### src/verilog/ptc_pkg.sv
package ptc_pkg;

	// ****************************************
	// register offsets
	// ****************************************
	localparam logic [7:0] OFF_ENABLE    = 8'h80;
	localparam logic [7:0] OFF_RATE      = 8'h82;
	localparam logic [7:0] OFF_LO_LSB    = 8'h88;
	localparam logic [7:0] OFF_LO_MSB    = 8'h89;
	localparam logic [7:0] OFF_HI_LSB    = 8'h8a;
	localparam logic [7:0] OFF_HI_MSB    = 8'h8b;
	localparam logic [7:0] OFF_PERSISTENCE_FILTER      = 8'h8c;
	localparam logic [7:0] OFF_CFG0      = 8'h8d;
	localparam logic [7:0] OFF_WAIT      = 8'ha9;
	localparam logic [7:0] OFF_CONFIG_SIX_REG      = 8'hae;

	// ****************************************
	// reset values
	// ****************************************
	localparam logic [7:0] RST_ENABLE    = 8'h00;
	localparam logic [7:0] RST_RATE      = 8'h1f;
	localparam logic [7:0] RST_THR       = 8'h00;
	localparam logic [7:0] RST_PERSISTENCE_FILTER      = 8'h00;
	localparam logic [7:0] RST_CFG0      = 8'h40;
	localparam logic [7:0] RST_WAIT      = 8'h00;
	localparam logic [7:0] RST_CONFIG_SIX_REG      = 8'h3f;

	// ****************************************
	// field positions and widths
	// ****************************************
	localparam int BIT_POWER_ON  = 0;
	localparam int BIT_DETECT    = 2;
	localparam int BIT_WAIT      = 4;
	localparam int BIT_WAIT_LONG = 3;
	localparam int BIT_APC_OFF   = 6;
	localparam int PERSISTENCE_FILTER_W        = 4;
	localparam int THR_W         = 14;
	localparam int MSB_W         = 6;
	localparam int SHORT_LSB     = 2;
	localparam int STEPS_W       = 12;
	localparam int CYC_W         = 24;
	localparam logic [11:0] WAIT_LONG_FACTOR = 12'h00c;

	// ****************************************
	// timing
	// ****************************************
	localparam int CLK_PERIOD_NS   = 10;
	localparam int SAMPLE_STEP_NS  = 88000;
	localparam int SAMPLE_STEP_CYC =
		(SAMPLE_STEP_NS + CLK_PERIOD_NS - 1) / CLK_PERIOD_NS;
	localparam int WAIT_STEP_NS    = 1000000;
	localparam int WAIT_STEP_CYC   =
		(WAIT_STEP_NS + CLK_PERIOD_NS - 1) / CLK_PERIOD_NS;

	// ****************************************
	// sequencer states
	// ****************************************
	typedef enum logic [2:0] {
		PTC_IDLE   = 3'b001,
		PTC_SAMPLE = 3'b010,
		PTC_WAIT   = 3'b100
	} ptc_state_t;

endpackage

### src/verilog/ptc_phase_timer.sv
`timescale 1ns/1ns
module ptc_phase_timer #(
	parameter int CYC_W = 24,
	parameter int STP_W = 12
) (
	input  wire logic             ref_clk,
	input  wire logic             arst_n,
	input  wire logic             restart,
	input  wire logic [CYC_W-1:0] step_cycles,
	input  wire logic [STP_W-1:0] steps,
	output logic                  done
);

	// ****************************************
	// parameter check
	// ****************************************
	if (CYC_W < 1 || STP_W < 1) begin
		$error("timer width parameter out of range");
	end

	// ****************************************
	// prescaler and step counter
	// ****************************************
	logic [CYC_W-1:0] pre;
	logic [STP_W-1:0] stp;
	wire              step_end  = (pre == step_cycles - 1'b1);
	wire              last_step = (stp == steps - 1'b1);
	wire [CYC_W-1:0]  next_pre  = (restart || step_end) ? '0 : pre + 1'b1;
	wire [STP_W-1:0]  next_stp  = (restart || done) ? '0 :
		(step_end ? stp + 1'b1 : stp);

	assign done = step_end && last_step && !restart;

	always_ff @(posedge ref_clk or negedge arst_n) begin
		if (!arst_n) begin
			pre <= '0;
			stp <= '0;
		end else begin
			pre <= next_pre;
			stp <= next_stp;
		end
	end

endmodule

### src/verilog/ptc_thr_pair.sv
`timescale 1ns/1ns
module ptc_thr_pair (
	input  wire logic        ref_clk,
	input  wire logic        arst_n,
	input  wire logic        wr_lsb,
	input  wire logic        wr_msb,
	input  wire logic [7:0]  wdata,
	output logic [7:0]       lsb,
	output logic [7:0]       msb,
	output logic [13:0]      active
);

	// ****************************************
	// buffered low byte, joint latch on high byte
	// ****************************************
	always_ff @(posedge ref_clk or negedge arst_n) begin
		if (!arst_n) begin
			lsb    <= ptc_pkg::RST_THR;
			msb    <= ptc_pkg::RST_THR;
			active <= '0;
		end else begin
			if (wr_lsb) begin
				lsb <= wdata;
			end
			if (wr_msb) begin
				msb    <= wdata;
				active <= {wdata[ptc_pkg::MSB_W-1:0], lsb};
			end
		end
	end

endmodule

### src/verilog/ptc_top.sv
// Contract
// - power-on bit 0 runs oscillator and ADC; low keeps them off
// - enable bit 2 starts proximity detection cycles; clearing stops them
// - enable bit 4 inserts a wait phase timed by wait-time register
// - one sample lasts (rate field plus one) times 88 microseconds
// - pulse control on: 14-bit thresholds from low byte plus high 5:0
// - pulse control off: upper 8 of 10-bit result against low bytes
// - config six bit 6 set disables pulse control, switching format
// - low breach when result below low threshold and persistence met
// - high breach when result above high threshold and persistence met
// - low byte buffered; both bytes latch together on high byte write; pulse control off compares the low bytes unbuffered
// - persistence 0 every cycle, 1 any out-of-range, 2-15 consecutive
// - count consecutive out-of-range results; event when count equals
// - counter clears whenever a result falls inside the window
// - compared result is the 14-bit prox_result input; only bits 9:2 with pulse control off
// - wait-long bit stretches the wait phase by a factor of twelve
`timescale 1ns/1ns
module ptc_top #(
	parameter int SAMPLE_STEP_CYC = ptc_pkg::SAMPLE_STEP_CYC,
	parameter int WAIT_STEP_CYC   = ptc_pkg::WAIT_STEP_CYC
) (
	input  wire logic        ref_clk,
	input  wire logic        arst_n,
	input  wire logic [7:0]  reg_addr,
	input  wire logic        reg_wr,
	input  wire logic        reg_rd,
	input  wire logic [7:0]  reg_wdata,
	output logic [7:0]       reg_rdata,
	input  wire logic        prox_valid,
	input  wire logic [13:0] prox_result,
	output logic             osc_adc_on,
	output logic             detect_active,
	output logic             wait_active,
	output logic             sample_end,
	output logic             apc_enable,
	output logic             prox_event,
	output logic             low_breach,
	output logic             high_breach
);

	// ****************************************
	// parameter check
	// ****************************************
	if (SAMPLE_STEP_CYC < 1 || SAMPLE_STEP_CYC >= (1 << ptc_pkg::CYC_W) ||
	    WAIT_STEP_CYC < 1 || WAIT_STEP_CYC >= (1 << ptc_pkg::CYC_W)) begin
		$error("step cycle parameter out of range");
	end

	// ****************************************
	// register write decode
	// ****************************************
	function automatic logic wr_hit(
		input logic       wr,
		input logic [7:0] addr,
		input logic [7:0] off
	);
		wr_hit = wr && (addr == off);
	endfunction

	wire wr_enable = wr_hit(reg_wr, reg_addr, ptc_pkg::OFF_ENABLE);
	wire wr_rate   = wr_hit(reg_wr, reg_addr, ptc_pkg::OFF_RATE);
	wire wr_lo_lsb = wr_hit(reg_wr, reg_addr, ptc_pkg::OFF_LO_LSB);
	wire wr_lo_msb = wr_hit(reg_wr, reg_addr, ptc_pkg::OFF_LO_MSB);
	wire wr_hi_lsb = wr_hit(reg_wr, reg_addr, ptc_pkg::OFF_HI_LSB);
	wire wr_hi_msb = wr_hit(reg_wr, reg_addr, ptc_pkg::OFF_HI_MSB);
	wire wr_persistence_filter   = wr_hit(reg_wr, reg_addr, ptc_pkg::OFF_PERSISTENCE_FILTER);
	wire wr_cfg0   = wr_hit(reg_wr, reg_addr, ptc_pkg::OFF_CFG0);
	wire wr_wait   = wr_hit(reg_wr, reg_addr, ptc_pkg::OFF_WAIT);
	wire wr_config_six_reg   = wr_hit(reg_wr, reg_addr, ptc_pkg::OFF_CONFIG_SIX_REG);

	// ****************************************
	// control registers
	// ****************************************
	logic [7:0] function_enables;
	logic [7:0] sample_duration;
	logic [7:0] persistence_filter;
	logic [7:0] cfg0_reg;
	logic [7:0] wait_time_reg;
	logic [7:0] config_six_reg;

	always_ff @(posedge ref_clk or negedge arst_n) begin
		if (!arst_n) begin
			function_enables   <= ptc_pkg::RST_ENABLE;
			sample_duration    <= ptc_pkg::RST_RATE;
			persistence_filter <= ptc_pkg::RST_PERSISTENCE_FILTER;
			cfg0_reg           <= ptc_pkg::RST_CFG0;
			wait_time_reg      <= ptc_pkg::RST_WAIT;
			config_six_reg     <= ptc_pkg::RST_CONFIG_SIX_REG;
		end else begin
			if (wr_enable) function_enables <= reg_wdata;
			if (wr_rate) sample_duration <= reg_wdata;
			if (wr_persistence_filter) persistence_filter <= reg_wdata;
			if (wr_cfg0) cfg0_reg <= reg_wdata;
			if (wr_wait) wait_time_reg <= reg_wdata;
			if (wr_config_six_reg) config_six_reg <= reg_wdata;
		end
	end

	wire power_on_bit      = function_enables[ptc_pkg::BIT_POWER_ON];
	wire detect_enable_bit = function_enables[ptc_pkg::BIT_DETECT];
	wire wait_enable_bit   = function_enables[ptc_pkg::BIT_WAIT];
	wire wait_long_bit     = cfg0_reg[ptc_pkg::BIT_WAIT_LONG];
	wire apc_on            = !config_six_reg[ptc_pkg::BIT_APC_OFF];
	wire [ptc_pkg::PERSISTENCE_FILTER_W-1:0] persistence_field =
		persistence_filter[ptc_pkg::PERSISTENCE_FILTER_W-1:0];

	// ****************************************
	// thresholds
	// ****************************************
	logic [7:0]  lo_lsb;
	logic [7:0]  lo_msb;
	logic [13:0] lo_active;
	logic [7:0]  hi_lsb;
	logic [7:0]  hi_msb;
	logic [13:0] hi_active;

	ptc_thr_pair u_lo (
		.ref_clk (ref_clk),
		.arst_n  (arst_n),
		.wr_lsb  (wr_lo_lsb),
		.wr_msb  (wr_lo_msb),
		.wdata   (reg_wdata),
		.lsb     (lo_lsb),
		.msb     (lo_msb),
		.active  (lo_active)
	);

	ptc_thr_pair u_hi (
		.ref_clk (ref_clk),
		.arst_n  (arst_n),
		.wr_lsb  (wr_hi_lsb),
		.wr_msb  (wr_hi_msb),
		.wdata   (reg_wdata),
		.lsb     (hi_lsb),
		.msb     (hi_msb),
		.active  (hi_active)
	);

	// ****************************************
	// read mux
	// ****************************************
	wire [7:0] rd_mux =
		(reg_addr == ptc_pkg::OFF_ENABLE) ? function_enables :
		(reg_addr == ptc_pkg::OFF_RATE)   ? sample_duration :
		(reg_addr == ptc_pkg::OFF_LO_LSB) ? lo_lsb :
		(reg_addr == ptc_pkg::OFF_LO_MSB) ? lo_msb :
		(reg_addr == ptc_pkg::OFF_HI_LSB) ? hi_lsb :
		(reg_addr == ptc_pkg::OFF_HI_MSB) ? hi_msb :
		(reg_addr == ptc_pkg::OFF_PERSISTENCE_FILTER)   ? persistence_filter :
		(reg_addr == ptc_pkg::OFF_CFG0)   ? cfg0_reg :
		(reg_addr == ptc_pkg::OFF_WAIT)   ? wait_time_reg :
		(reg_addr == ptc_pkg::OFF_CONFIG_SIX_REG)   ? config_six_reg : 8'h00;

	always_ff @(posedge ref_clk or negedge arst_n) begin
		if (!arst_n) begin
			reg_rdata <= 8'h00;
		end else if (reg_rd) begin
			reg_rdata <= rd_mux;
		end
	end

	// ****************************************
	// cycle sequencer
	// ****************************************
	ptc_pkg::ptc_state_t state;
	ptc_pkg::ptc_state_t next_state;
	logic                phase_done;
	wire run       = power_on_bit && detect_enable_bit;
	wire st_idle   = (state == ptc_pkg::PTC_IDLE);
	wire st_sample = (state == ptc_pkg::PTC_SAMPLE);
	wire st_wait   = (state == ptc_pkg::PTC_WAIT);

	always_comb begin
		next_state = state;
		case (state)
			ptc_pkg::PTC_IDLE: begin
				if (run) next_state = ptc_pkg::PTC_SAMPLE;
			end
			ptc_pkg::PTC_SAMPLE: begin
				if (phase_done && wait_enable_bit) begin
					next_state = ptc_pkg::PTC_WAIT;
				end
			end
			ptc_pkg::PTC_WAIT: begin
				if (phase_done || !wait_enable_bit) begin
					next_state = ptc_pkg::PTC_SAMPLE;
				end
			end
			default: next_state = ptc_pkg::PTC_IDLE;
		endcase
		if (!run) next_state = ptc_pkg::PTC_IDLE;
	end

	wire [11:0] sample_steps = {4'h0, sample_duration} + 12'h001;
	wire [11:0] wait_base    = {4'h0, wait_time_reg} + 12'h001;
	wire [23:0] wait_prod    = wait_base * ptc_pkg::WAIT_LONG_FACTOR;
	wire [11:0] wait_steps   = wait_long_bit ? wait_prod[11:0] : wait_base;
	wire [23:0] sample_cyc   = 24'(SAMPLE_STEP_CYC);
	wire [23:0] wait_cyc     = 24'(WAIT_STEP_CYC);

	ptc_phase_timer #(
		.CYC_W (ptc_pkg::CYC_W),
		.STP_W (ptc_pkg::STEPS_W)
	) u_timer (
		.ref_clk     (ref_clk),
		.arst_n      (arst_n),
		.restart     (st_idle || !run || (st_wait && !wait_enable_bit)),
		.step_cycles (st_wait ? wait_cyc : sample_cyc),
		.steps       (st_wait ? wait_steps : sample_steps),
		.done        (phase_done)
	);

	always_ff @(posedge ref_clk or negedge arst_n) begin
		if (!arst_n) begin
			state         <= ptc_pkg::PTC_IDLE;
			osc_adc_on    <= 1'b0;
			detect_active <= 1'b0;
			wait_active   <= 1'b0;
			sample_end    <= 1'b0;
			apc_enable    <= 1'b1;
		end else begin
			state         <= next_state;
			osc_adc_on    <= power_on_bit;
			detect_active <= (next_state == ptc_pkg::PTC_SAMPLE);
			wait_active   <= (next_state == ptc_pkg::PTC_WAIT);
			sample_end    <= st_sample && phase_done && run;
			apc_enable    <= apc_on;
		end
	end

	// ****************************************
	// threshold compare
	// ****************************************
	// full width thresholds with pulse control on, low bytes with it off
	wire [13:0] cmp_val = apc_on ? prox_result :
		{6'h00, prox_result[ptc_pkg::SHORT_LSB +: 8]};
	wire [13:0] lo_cmp  = apc_on ? lo_active : {6'h00, lo_lsb};
	wire [13:0] hi_cmp  = apc_on ? hi_active : {6'h00, hi_lsb};
	wire below   = cmp_val < lo_cmp;
	wire above   = cmp_val > hi_cmp;
	wire out_rng = below || above;
	wire take    = prox_valid && run;

	// ****************************************
	// persistence filter
	// ****************************************
	logic [3:0] persistence_filter_cnt;
	wire [3:0] next_cnt = !out_rng ? 4'h0 :
		((persistence_filter_cnt == persistence_field) ? persistence_filter_cnt : persistence_filter_cnt + 4'h1);
	wire met = (persistence_field == 4'h0) ||
		(out_rng && next_cnt == persistence_field);

	always_ff @(posedge ref_clk or negedge arst_n) begin
		if (!arst_n) begin
			persistence_filter_cnt    <= 4'h0;
			prox_event  <= 1'b0;
			low_breach  <= 1'b0;
			high_breach <= 1'b0;
		end else begin
			if (take) persistence_filter_cnt <= next_cnt;
			prox_event  <= take && met;
			low_breach  <= take && below && met;
			high_breach <= take && above && met;
		end
	end

	logic [31:0] samp_len;
	always_ff @(posedge ref_clk or negedge arst_n) begin
		if (!arst_n) samp_len <= 32'h0;
		else if (!st_sample || phase_done) samp_len <= 32'h0;
		else samp_len <= samp_len + 32'h1;
	end
endmodule
### config.mk
export PLATFORM = sky130hd
export DESIGN_NAME = ptc_top
export DESIGN_NICKNAME = d
export VERILOG_FILES = /design/src/verilog/ptc_pkg.sv /design/src/verilog/ptc_phase_timer.sv /design/src/verilog/ptc_thr_pair.sv /design/src/verilog/ptc_top.sv
export SDC_FILE = /design/constraint.sdc
export NUM_CORES = 1
export LEC_CHECK = 0
export BUFFER_PORTS_ARGS = -buffer_cell sky130_fd_sc_hd__buf_2
export CAP_MARGIN = 30
export CORE_ASPECT_RATIO = 0.9
export CORE_MARGIN = 8
export CORE_UTILIZATION = 57
export CTS_CLUSTER_DIAMETER = 150
export DETAILED_ROUTE_END_ITERATION = 10
export MAX_ROUTING_LAYER = met4
export PLACE_DENSITY = 0.8
export SYNTH_ARGS = -nofsm -noshare
export SYNTH_HDL_FRONTEND = slang
export SYNTH_HIERARCHICAL = 1
export SYNTH_SLANG_ARGS = --single-unit
### constraint.sdc
create_clock -name ref_clk -period 4.7 [get_ports ref_clk]
set_input_delay 0.47 -clock ref_clk [delete_from_list [all_inputs] [get_ports ref_clk]]
set_output_delay 0.47 -clock ref_clk [all_outputs]
set_load 0.005 [all_outputs]
==> metrics.log, run 1 <==
[metrics] run status: complete, no violations
[metrics] number of fill cells in the layout: 1391
[metrics] final number of setup-violating endpoints: 0
[metrics] Antenna Nets Post-Route: 0
[metrics] maximum number of pins on one net before global-route repair: ~80
[metrics] post-layout net count: 1240
[metrics] area share of the largest cell type after synthesis: 0.3342
[metrics] path class of the lowest-slack min-delay path: primary input to asynchronous set/reset pin
[metrics] Die Ht: between 100 and 150 um
[metrics] Clock Skews: between 0.01 and 0.015 ns
[metrics] Avg WL per Cell: between 15 and 20 um
[metrics] most used flip-flop cell after synthesis: sky130_fd_sc_hd__dfrtp_1
[metrics] switching part of the total power: 0.2859
[metrics] internal power of the cells: 2.252 mW
[metrics] max-cap viol count: 0
[metrics] data required time at the worst endpoint: 5.06 ns
[metrics] flip-flop count of the largest register, all copies and words added: 24
[metrics] post-synthesis area per instance: approximately 9.9 um^2
[metrics] number of flops mapped to enable cells by yosys: 0
[metrics] via/cell ratio: 6.133
[metrics] effective utilization at floorplan: 0.5772
[metrics] power share of the combinational group: 0.132
[metrics] cells taking the most area after synthesis: sky130_fd_sc_hd__dfrtp_1, sky130_fd_sc_hd__mux2_2, sky130_fd_sc_hd__ha_1, sky130_fd_sc_hd__xnor2_1, sky130_fd_sc_hd__dfstp_2
[metrics] overflow left after global routing: 0
[metrics] DR vias: slightly below 9000
[metrics] clock sinks: 155
[metrics] Setup CP Type: flip-flop to flip-flop
[metrics] power density cells: around 260 nW/um^2
[metrics] clock latency reported for the late side of the worst-skew pair: about 0.43 ns
[metrics] met1 track demand over resource: 0.3181
[metrics] met3 Track Usage GR: 0.04186
[metrics] DRC violations left: 0
[metrics] CTS tree: yes
[metrics] Synth-to-Final Area Change: 13.36%
[metrics] Pins Over Slew Limit: 0
[metrics] fraction of final layout cells sized beyond drive strength 1: 0.2319
[metrics] final critical delay including setup and external delays: 4.515 ns
[metrics] Leak: 5.243 nW
[metrics] proportion of synthesized chip area in sequential cells: 0.3691
[metrics] slew at the pin closest to its max-slew limit: between 1 and 1.5 ns
[metrics] sequential cell fraction of total power: 0.451
[metrics] antenna violations before repair: 1
[metrics] Relative slew margins: 0.2832
[metrics] register with the most flip-flops: u_timer/pre
[metrics] width of the die: around 160 um
[metrics] root buf cell: sky130_fd_sc_hd__clkbuf_16
[metrics] number of distinct library cell variants in the gate-level netlist after synthesis: 94
[metrics] Iteration-0 DRC Markers: ~830
[metrics] last weighted congestion value of the routability-driven placer: about 0.93
[metrics] global-route wire length before repair: about 43 mm
[metrics] CTS Buf Count: 17
[metrics] clock transition at the register clock pins on the worst setup and hold paths after CTS: approximately 0.070 ns
[metrics] count of hold buffers inserted by post-cts repair: 0
[metrics] Regs by FF count: u_timer/pre (24), u_timer/stp (12)
[metrics] worst ir drop on vdd: 0.2764 mV
[metrics] count of input and output buffers: 50
[metrics] Std-Cell Core Area: around 18000 um^2
[metrics] standard cell area after detailed placement: approximately 11000 um^2
[metrics] top-level port count: slightly above 50
[metrics] FP Rows: between 40 and 50
[metrics] worst-path maximum fanout: 4
[metrics] cell area after synthesis: 10560 um^2
[metrics] total of flip-flops plus latches after synthesis: about 160
[metrics] post-synthesis cell type with the largest combined area: sky130_fd_sc_hd__dfrtp_1
[metrics] Post-Place Worst Slack: approximately 0.069 ns
[metrics] Design Power: ~3.2 mW
[metrics] combined area of the multi-input logic cells: 6651 um^2
[metrics] final worst hold slack: about 0.066 ns
[metrics] maximum clock insertion buffer count: 2
[metrics] level count of the clock H-tree: 4
[metrics] Die Outline Area: 23140 um^2
[metrics] kind of end point of the critical path: flip-flop
[metrics] global-route layer with the greatest usage: met2
[metrics] GR Util met2: 0.3491
[metrics] Synth async-reset ratio: 1.000
[metrics] endpoints failing hold: 0
[metrics] Storage cell area: approximately 4000 um^2
[metrics] number of global-route vias before repair: 8202
[metrics] min setup slack post-route: 0.1851 ns
[metrics] fmax: roughly 0.22 GHz
[metrics] number of cells produced by synthesis: between 1000 and 1500
[metrics] DRT Wirelength: 27.35 mm
[metrics] Total Routing Usage GR: 0.2329
[metrics] First-pass DRT Iterations: 6
[metrics] worst endpoint data arrival time: between 4 and 5 ns
[metrics] final cycle utilization of the critical path: 0.9606
[metrics] Yosys Warn Count: 6
[metrics] estimated wirelength of the detail-placed design: between 15 and 20 mm
[metrics] startpoint type of the worst setup path: flip-flop
[metrics] clock group share of total power: 0.417
[metrics] Switch Pwr: ~0.90 mW
[metrics] post-layout instance area: between 10000 and 15000 um^2
-- path summary, 6_finish.rpt --
kind / start / to / slack (ns) / cells past startpoint
setup / recovery: wait_time_reg[1] / state[1] / 0.19 / 22
hold / removal: arst_n / u_timer/stp[11] / 0.07 / 1
setup reg to reg: wait_time_reg[1] / state[1] / 0.19 / 22
hold reg to reg: function_enables[1] / function_enables[1] / 0.49 / 1
max in group asynchronous: arst_n / persistence_filter_cnt[0] / 3.60 / 2
min in group ref_clk: reg_wdata[6] / function_enables[6] / 0.46 / 2
-- synth_stat cells (all sizes together) (6+ instances only) --
cell type / instances
a21o: 6
a21oi: 37
a221o: 6
a221oi: 6
a22oi: 6
a32oi: 9
and2: 9
and3: 23
buf: 30
clkbuf: 25
dfrtp: 141
dfstp: 14
ha: 40
inv: 28
mux2: 105
mux2i: 22
nand2: 65
nand2b: 17
nand3: 31
nand3b: 7
nand4: 16
nor2: 75
nor2b: 16
nor3: 23
nor4: 18
o211ai: 14
o21ai: 69
o221ai: 7
or2: 8
or3: 9
or4: 6
xnor2: 48
xor2: 40
-- logic make-up (layout without fill, tap and decap cells) --
| kind of cell | after synthesis | in the layout | synth area share |
|---|---|---|---|
| AND/OR/NAND/NOR | 347 | 347 | 0.1830 |
| AO/OA/AOI/OAI | 221 | 221 | 0.1439 |
| flip-flops | 155 | 155 | 0.3691 |
| multiplexers | 127 | 127 | 0.1400 |
| XOR/XNOR | 88 | 88 | 0.07301 |
| buffers and inverters | 84 | 133 | 0.04101 |
| adder cells (fa/ha/maj) | 41 | 41 | 0.04931 |
| other | 2 | 66 | 0.0007114 |
-- per-layer routing --
metal  share of wire  vias up
met5               0        -
met4           0.022        0
met3           0.069       62
met2            0.46      376
met1            0.45     4232
li1                -     4057
-- through the flow --
step	utilization	setup TNS (ns)	instances
final	0.6543	0	1423
after CTS	0.6400	0	1412
after floorplan	-	0	1128
after global routing	0.6543	-0.1712	1423
after global placement	0.6096	0	1380
after detailed placement	0.6096	0	1380
-- critical path, cell delays in order, from the launching register on --
cell and delay [ns]:
sky130_fd_sc_hd__dfrtp_1 0.44, sky130_fd_sc_hd__ha_4 0.19, sky130_fd_sc_hd__xor2_4 0.23, sky130_fd_sc_hd__buf_6 0.14
sky130_fd_sc_hd__ha_4 0.18, sky130_fd_sc_hd__a21o_1 0.18, sky130_fd_sc_hd__a21oi_4 0.19, sky130_fd_sc_hd__nor2b_4 0.06
sky130_fd_sc_hd__o21ai_2 0.16, sky130_fd_sc_hd__nor2_1 0.07, sky130_fd_sc_hd__a21oi_1 0.15, sky130_fd_sc_hd__o21ai_1 0.12
sky130_fd_sc_hd__or3_4 0.39, sky130_fd_sc_hd__o31a_1 0.29, sky130_fd_sc_hd__or4_1 0.52, sky130_fd_sc_hd__o211ai_1 0.13
sky130_fd_sc_hd__and3_4 0.24, sky130_fd_sc_hd__and3_4 0.21, sky130_fd_sc_hd__o21ai_2 0.06, sky130_fd_sc_hd__nor2_1 0.11
sky130_fd_sc_hd__a21oi_1 0.05, sky130_fd_sc_hd__o22a_1 0.23, sky130_fd_sc_hd__nor2_1 0.10
-- power groups by stage --
| stage | registers, mW | logic (mW) | clock network (mW) |
|---|---|---|---|
| 5_1_grt | 1.43 | 0.458 | 1.38 |
| 4_1_cts | 1.42 | 0.385 | 1.33 |
| 2_1_floorplan | 1.42 | 0.275 | 0 |
| 3_5_place_dp | 1.44 | 0.381 | 0 |
| 6_report | 1.42 | 0.415 | 1.32 |
| 3_3_place_gp | 1.44 | 0.369 | 0 |
-- area by class of cell --
cell class | instances | share of cell area
tap | 245 | 0.02562
multi-input combinational | 889 | 0.5558
clock inverter | 14 | 0.01066
timing repair buffer | 72 | 0.03701
clock buffer | 18 | 0.03586
inverter | 29 | 0.009097
antenna | 1 | 0.0002091
sequential | 155 | 0.3257
-- cells in the final DEF, fill, tap and decap left out, drive strengths merged, types with 18 or more instances in the layout --
cell and n:
xnor2 48, a21oi 37, nor3 23, nor4 18, and3 23, mux2i 22, nor2 75, ha 40
o21ai 69, conb 65, clkbuf 19, mux2 105, buf 71, nand2 65, nand3 31, inv 36
dfrtp 141, xor2 40
-- timing repair --
item,CTS,global route
endpoints found under the setup margin,0,14
resized for setup,0,36
setup buffers,0,9
Power figures use the tool's default switching activity.
==> inputs of run 2 (changes only) <==
--- a/config.mk
+++ b/config.mk
@@ -13,7 +13,7 @@
 export CTS_CLUSTER_DIAMETER = 150
 export DETAILED_ROUTE_END_ITERATION = 10
 export MAX_ROUTING_LAYER = met4
-export PLACE_DENSITY = 0.8
+export PLACE_DENSITY_LB_ADDON = 0.05
 export SYNTH_ARGS = -nofsm -noshare
 export SYNTH_HDL_FRONTEND = slang
 export SYNTH_HIERARCHICAL = 1
==> metrics.log, run 2 (synthesis results as in run 1) <==
[metrics] Avg WL per Cell: 18.33 um (-4.6%)
[metrics] CTS Buf Count: 17 (unchanged)
[metrics] fmax: 0.2261 GHz (+2.1%)
[metrics] overflow left after global routing: 0 (unchanged)
[metrics] Die Outline Area: 23140 um^2 (unchanged)
[metrics] count of input and output buffers: 50 (unchanged)
[metrics] count of hold buffers inserted by post-cts repair: 0 (unchanged)
[metrics] DRC violations left: 0 (unchanged)
[metrics] worst endpoint data arrival time: 4.78 ns (-0.09 ns)
[metrics] number of antenna repair diodes: 0 (-1)
[metrics] minimum setup slack among reg-to-reg paths: 0.28 ns (+0.09 ns)
[metrics] endpoints failing hold: 0 (unchanged)
[metrics] antenna violations before repair: 0 (-1)
[metrics] estimated wirelength of the detail-placed design: 19.18 mm (+0.40%)
[metrics] Synth-to-Final Area Change: 11.98%
[metrics] DRT Wirelength: 25.95 mm (-5.1%)
[metrics] Pins Over Slew Limit: 0 (unchanged)
[metrics] fraction of final layout cells sized beyond drive strength 1: 0.2135 (-0.01845)
[metrics] slew at the pin closest to its max-slew limit: 0.8937 ns (-0.1726 ns)
[metrics] final number of setup-violating endpoints: 0 (unchanged)
[metrics] power density cells: 275.8 nW/um^2 (+4.7%)
[metrics] number of fill cells in the layout: 1524 (+9.6%)
[metrics] Clock Skews: 0.009093 ns (-0.001531 ns)
[metrics] final critical delay including setup and external delays: 4.422 ns (-0.09284 ns)
[metrics] total negative setup slack: 0 ns (unchanged)
[metrics] DR vias: 8347 (-4.4%)
[metrics] standard cell area after detailed placement: 11150 um^2 (about the same)
[metrics] run status: complete, no violations
[metrics] register with the most flip-flops: u_timer/pre
[metrics] dpl cells: 1382 (+0.14%)
[metrics] Die Ht: 145.1 um (unchanged)
[metrics] depth of the worst register-to-register path: 22 (unchanged)
[metrics] level count of the clock H-tree: 4 (unchanged)
[metrics] flip-flop count of the largest register, all copies and words added: 24 (unchanged)
[metrics] max-cap viol count: 0 (unchanged)
[metrics] post-layout instance area: 11820 um^2 (-1.2%)
[metrics] final core area utilization: 0.6464 (-0.007936)
[metrics] final cycle utilization of the critical path: 0.9409 (-0.01975)
[metrics] maximum number of pins on one net before global-route repair: 78 (-1.3%)
[metrics] Regs by FF count: u_timer/pre (24), u_timer/stp (12)
[metrics] Relative slew margins: 0.3992 (+0.1160)
[metrics] number of global-route vias before repair: 7902 (-3.7%)
[metrics] most common cell after layout, fill and taps aside: sky130_fd_sc_hd__dfrtp_1
[metrics] FP Rows: 47 (unchanged)
[metrics] worst ir drop on vdd: 0.2634 mV (-4.7%)
[metrics] worst-path maximum fanout: 5 (+1)
[metrics] Antenna Nets Post-Route: 0 (unchanged)
[metrics] last weighted congestion value of the routability-driven placer: 0.8650 (-6.6%)
[metrics] Setup CP Type: flip-flop to flip-flop
[metrics] endpoint of the worst register-to-register path: state[1]
[metrics] effective utilization at floorplan: 0.5772 (unchanged)
[metrics] First-pass DRT Iterations: 5 (-1)
[metrics] series of cell instances along the critical path: ha_1 -> xor2_2 -> buf_4 -> ha_1 -> a21o_1 -> a21oi_2 -> nor2b_1 -> o21ai_2 -> nor2_1 -> a21oi_1 -> o21ai_1 -> or3_4 -> o31a_1 -> or4_1 -> o211ai_1 -> and3_4 -> and3_4 -> o21ai_0 -> nor2_1 -> a21oi_1 -> o22a_1 -> nor2_1
[metrics] commonest cells after routing, fill and taps aside: sky130_fd_sc_hd__dfrtp_1, sky130_fd_sc_hd__mux2_2, sky130_fd_sc_hd__nor2_1
[metrics] CTS tree: yes
[metrics] Leak: 5.209 nW (-0.64%)
[metrics] slowest stage delay, CP: 0.46 ns (-0.06 ns)
[metrics] startpoint type of the worst setup path: flip-flop
[metrics] min setup slack post-route: 0.2779 ns (+0.09284 ns)
[metrics] width of the die: 159.5 um (unchanged)
[metrics] post-layout net count: 1234 (-0.48%)
[metrics] clock latency reported for the late side of the worst-skew pair: 0.43 ns (about the same)
[metrics] Std-Cell Core Area: 18290 um^2 (unchanged)
[metrics] Total Routing Usage GR: 0.2313 (-0.001628)
[metrics] clock transition at the register clock pins on the worst setup and hold paths after CTS: 0.07 ns (about the same)
[metrics] final worst hold slack: 0.07417 ns (+0.008050 ns)
[metrics] global-route wire length before repair: 42.31 mm (-2.0%)
[metrics] maximum clock insertion buffer count: 2 (unchanged)
[metrics] top-level port count: 51 (unchanged)
[metrics] Design Power: 3.261 mW (+3.4%)
[metrics] path class of the lowest-slack min-delay path: primary input to asynchronous set/reset pin
[metrics] clock sinks: 155 (unchanged)
[metrics] worst r2r src: wait_time_reg[0]
[metrics] Iteration-0 DRC Markers: 662 (-20%)
[metrics] kind of end point of the critical path: flip-flop
[metrics] most frequent CP cell: sky130_fd_sc_hd__nor2_1
[metrics] root buf cell: sky130_fd_sc_hd__clkbuf_16
[metrics] data required time at the worst endpoint: 5.05 ns (about the same)
[metrics] via/cell ratio: 5.895 (-3.9%)
[metrics] Finished Layout Cells: 1416 (-0.49%)
[metrics] critical path's slowest cell: sky130_fd_sc_hd__or4_1
[metrics] Post-Place Worst Slack: 0.1669 ns (+0.09818 ns)
## run 2: power breakdown
| part | internal, mW | total (mW) | switching (mW) | leakage [nW] |
|---|---|---|---|---|
| logic | 0.171 | 0.392 | 0.221 | 2.83 |
| clock network | 0.846 | 1.44 | 0.598 | 0.289 |
| registers | 1.38 | 1.42 | 0.0489 | 2.09 |
## run 2: worst max path at each step
stage                     start       endpoint  slack (ns)  depth (start not counted)
2_1_floorplan          state[1]  detect_active        0.04                         19
3_3_place_gp   wait_time_reg[1]  detect_active        0.20                         22
3_5_place_dp   wait_time_reg[1]  detect_active        0.17                         22
4_1_cts        wait_time_reg[1]  detect_active        0.13                         22
5_1_grt        wait_time_reg[0]  detect_active       -0.02                         21
6_report       wait_time_reg[0]       state[1]        0.28                         22
## run 2: final cells by class
type                    instances  area (um^2)  share of cell area
multi-input cells             889         6515              0.5511
flip-flops and latches        155         3896              0.3296
clock buffers                  17        425.4             0.03599
repair buffers                 66        380.4             0.03218
well taps                     245        306.5             0.02593
clock inverters                15        188.9             0.01598
inverters                      29        108.9            0.009208
## run 2: repair_timing
item                                    4_1_cts  5_1_grt
endpoints found under the hold margin         0        0
gates resized for setup                       0        8
endpoints found under the setup margin        0        5
buffers inserted                              0        2
## run 2: worst max-delay path, delay by kind of cell (launching register included)
family | cells | cell delay [ns]
AND/OR/NAND/NOR | 8 | 1.57
AO/OA/AOI/OAI | 10 | 1.51
adder cells (fa/ha/maj) | 2 | 0.54
flip-flops | 1 | 0.42
XOR/XNOR | 1 | 0.16
buffers and inverters | 1 | 0.15
## run 2: layer usage
metal / vias up / global-route usage / routed length (um)
met2: 176 / 0.3335 / 11390
met5: - / - / 0
met4: 0 / 0.05749 / 308
li1: 4063 / - / -
met1: 4087 / 0.3283 / 12990
met3: 21 / 0.04525 / 1270
==> inputs of run 3 (changes only) <==
--- a/config.mk
+++ b/config.mk
@@ -9,7 +9,7 @@
 export CAP_MARGIN = 30
 export CORE_ASPECT_RATIO = 0.9
 export CORE_MARGIN = 8
-export CORE_UTILIZATION = 57
+export CORE_UTILIZATION = 45
 export CTS_CLUSTER_DIAMETER = 150
 export DETAILED_ROUTE_END_ITERATION = 10
 export MAX_ROUTING_LAYER = met4
==> metrics.log, run 3 (synthesis results as in run 1) <==
[metrics] effective utilization at floorplan: 0.4548 (-0.1224)
[metrics] Regs by FF count: u_timer/pre (24), u_timer/stp (12)
[metrics] Die Ht: 161.3 um (+11%)
[metrics] via/cell ratio: 5.552 (-5.8%)
[metrics] max-cap viol count: 0 (unchanged)
[metrics] kind of cell adding the most delay to the critical path: simple AND/OR/NAND/NOR gates
[metrics] clock latency reported for the late side of the worst-skew pair: 0.43 ns (about the same)
[metrics] min setup slack post-route: 0.3041 ns (+0.02615 ns)
[metrics] path class of the lowest-slack min-delay path: primary input to asynchronous set/reset pin
[metrics] series of cell instances along the critical path: ha_4 -> xor2_2 -> buf_4 -> ha_1 -> a21o_1 -> a21oi_2 -> nor2b_1 -> o21ai_2 -> nor2_1 -> a21oi_1 -> o21ai_1 -> or3_4 -> o31a_1 -> or4_1 -> o211ai_1 -> and3_4 -> and3_4 -> o21ai_0 -> nor2_1 -> a21oi_1 -> o22a_1 -> nor2_1
[metrics] maximum number of pins on one net before global-route repair: 95 (+22%)
[metrics] kind of end point of the critical path: flip-flop
[metrics] Clock Skews: 0.01642 ns (+0.007324 ns)
[metrics] FP Rows: 53 (+13%)
[metrics] Storage cell area: 3899 um^2 (about the same)
[metrics] global-route wire length before repair: 43.90 mm (+3.8%)
[metrics] DRC violations left: 0 (unchanged)
[metrics] most common cell after layout, fill and taps aside: sky130_fd_sc_hd__dfrtp_1
[metrics] root buf cell: sky130_fd_sc_hd__clkbuf_16
[metrics] clock transition at the register clock pins on the worst setup and hold paths after CTS: 0.07 ns (about the same)
[metrics] startpoint type of the worst setup path: flip-flop
[metrics] fraction of final layout cells sized beyond drive strength 1: 0.2201 (+0.006644)
[metrics] CTS Buf Count: 17 (unchanged)
[metrics] buffers and inverters on the worst path: 1 (unchanged)
[metrics] Std-Cell Core Area: 23210 um^2 (+27%)
[metrics] overflow left after global routing: 0 (unchanged)
[metrics] worst endpoint data arrival time: 4.75 ns (-0.03 ns)
[metrics] Die Outline Area: 28620 um^2 (+24%)
[metrics] maximum clock insertion buffer count: 2 (unchanged)
[metrics] Leak: 5.232 nW (+0.43%)
[metrics] Synth-to-Final Area Change: 13.22%
[metrics] level count of the clock H-tree: 4 (unchanged)
[metrics] number of antenna repair diodes: 0 (unchanged)
[metrics] power density cells: 275.5 nW/um^2 (-0.11%)
[metrics] Antenna Nets Post-Route: 0 (unchanged)
[metrics] dpl cells: 1439 (+4.1%)
[metrics] Total Routing Usage GR: 0.1981 (-0.03324)
[metrics] Finished Layout Cells: 1474 (+4.1%)
[metrics] estimated wirelength of the detail-placed design: 20.04 mm (+4.5%)
[metrics] final critical delay including setup and external delays: 4.396 ns (-0.02615 ns)
[metrics] combined area of the multi-input logic cells: 6546 um^2 (+0.48%)
[metrics] Pins Over Slew Limit: 0 (unchanged)
[metrics] most frequent CP cell: sky130_fd_sc_hd__nor2_1
[metrics] final cycle utilization of the critical path: 0.9353 (-0.005564)
[metrics] Iteration-0 DRC Markers: 618 (-6.6%)
[metrics] commonest cells after routing, fill and taps aside: sky130_fd_sc_hd__dfrtp_1, sky130_fd_sc_hd__mux2_2, sky130_fd_sc_hd__nor2_1
[metrics] First-pass DRT Iterations: 5 (unchanged)
[metrics] top-level port count: 51 (unchanged)
[metrics] Post-Place Worst Slack: 0.07527 ns (-0.09162 ns)
[metrics] antenna violations before repair: 0 (unchanged)
[metrics] run status: complete, no violations
[metrics] count of input and output buffers: 50 (unchanged)
[metrics] flip-flop count of the largest register, all copies and words added: 24 (unchanged)
[metrics] number of global-route vias before repair: 7832 (-0.89%)
[metrics] data required time at the worst endpoint: 5.06 ns (about the same)
[metrics] slowest stage delay, CP: 0.46 ns (about the same)
[metrics] critical path's slowest cell: sky130_fd_sc_hd__dfrtp_2
[metrics] post-layout net count: 1235 (+0.081%)
[metrics] last weighted congestion value of the routability-driven placer: 0.8305 (-4.0%)
[metrics] final worst hold slack: 0.1342 ns (+0.06007 ns)
[metrics] final number of setup-violating endpoints: 0 (unchanged)
[metrics] DR vias: 8183 (-2.0%)
[metrics] fmax: 0.2275 GHz (+0.59%)
[metrics] register with the most flip-flops: u_timer/pre
[metrics] Avg WL per Cell: 18.48 um (+0.85%)
[metrics] CTS tree: yes
[metrics] clock sinks: 155 (unchanged)
[metrics] slew at the pin closest to its max-slew limit: 0.8760 ns (-0.01770 ns)
[metrics] number of fill cells in the layout: 2177 (+43%)
[metrics] count of hold buffers inserted by post-cts repair: 0 (unchanged)
[metrics] endpoints failing hold: 0 (unchanged)
[metrics] Relative slew margins: 0.4138 (+0.01461)
[metrics] Setup CP Type: flip-flop to flip-flop
[metrics] width of the die: 177.4 um (+11%)
[metrics] DRT Wirelength: 27.24 mm (+5.0%)
[metrics] worst-path maximum fanout: 6 (+1)
[metrics] worst ir drop on vdd: 0.2305 mV (-12%)
-- run 3: cell count changes in the layout (fill, tap and decap cells not counted), sizes merged --
cell           before  now
clkinv              4    2
clkbuf             17   18
inv                33   37
clkinvlp            4    2
clkdlybuf4s15       1    0
buf                65   66
-- run 3: final timing paths --
check / start / to / slack (ns) / cells after the start
setup / recovery: wait_time_reg[1] / state[1] / 0.30 / 22
hold / removal: arst_n / u_timer/stp[11] / 0.13 / 1
setup reg to reg: wait_time_reg[1] / state[1] / 0.30 / 22
hold reg to reg: function_enables[6] / function_enables[6] / 0.50 / 1
max in group asynchronous: arst_n / config_six_reg[3] / 3.58 / 2
min in group ref_clk: reg_wdata[6] / config_six_reg[6] / 0.42 / 3
-- run 3: metal layers --
layer	routed length, um	vias to the layer above	global-route usage
li1	-	4048	-
met4	204	0	0.03484
met1	14210	3979	0.2918
met2	11910	141	0.2833
met5	0	-	-
met3	925	15	0.03314
-- run 3: timing repair --
item	4_1_cts	5_1_grt
setup endpoints to repair	0	15
gates resized for setup	0	17
buffers inserted	0	2
-- run 3: layout make-up --
class	instances	area share
inverters	29	0.009108
well taps	302	0.03162
clock buffers	17	0.03559
multi-input cells	889	0.5477
repair buffers	67	0.03298
clock inverters	15	0.01675
flip-flops and latches	155	0.3262
-- run 3: worst register-to-register path, delay by kind of cell (launching register included) --
| family | cells | cell delay (ns) |
|---|---|---|
| simple gates | 8 | 1.59 |
| compound gates | 10 | 1.51 |
| fa+ha+maj | 2 | 0.47 |
| flops | 1 | 0.46 |
| buf+inv | 1 | 0.15 |
| xor+xnor | 1 | 0.14 |
-- run 3: per-stage QoR --
stage            util  area, um^2  total power [mW]  TNS (ns)
5_1_grt        0.5149       11950             3.434  -0.05911
6_report       0.5149       11950             3.293         0
3_3_place_gp   0.4837       11230             1.827         0
4_1_cts        0.5109       11860             3.312         0
3_5_place_dp   0.4839       11230             1.830         0
2_1_floorplan       -       10790             1.698         0
-- run 3: report_power, final --
group	switching, mW	internal, mW
clock	0.617	0.858
combinational	0.224	0.170
sequential	0.0493	1.37
total	0.890	2.40
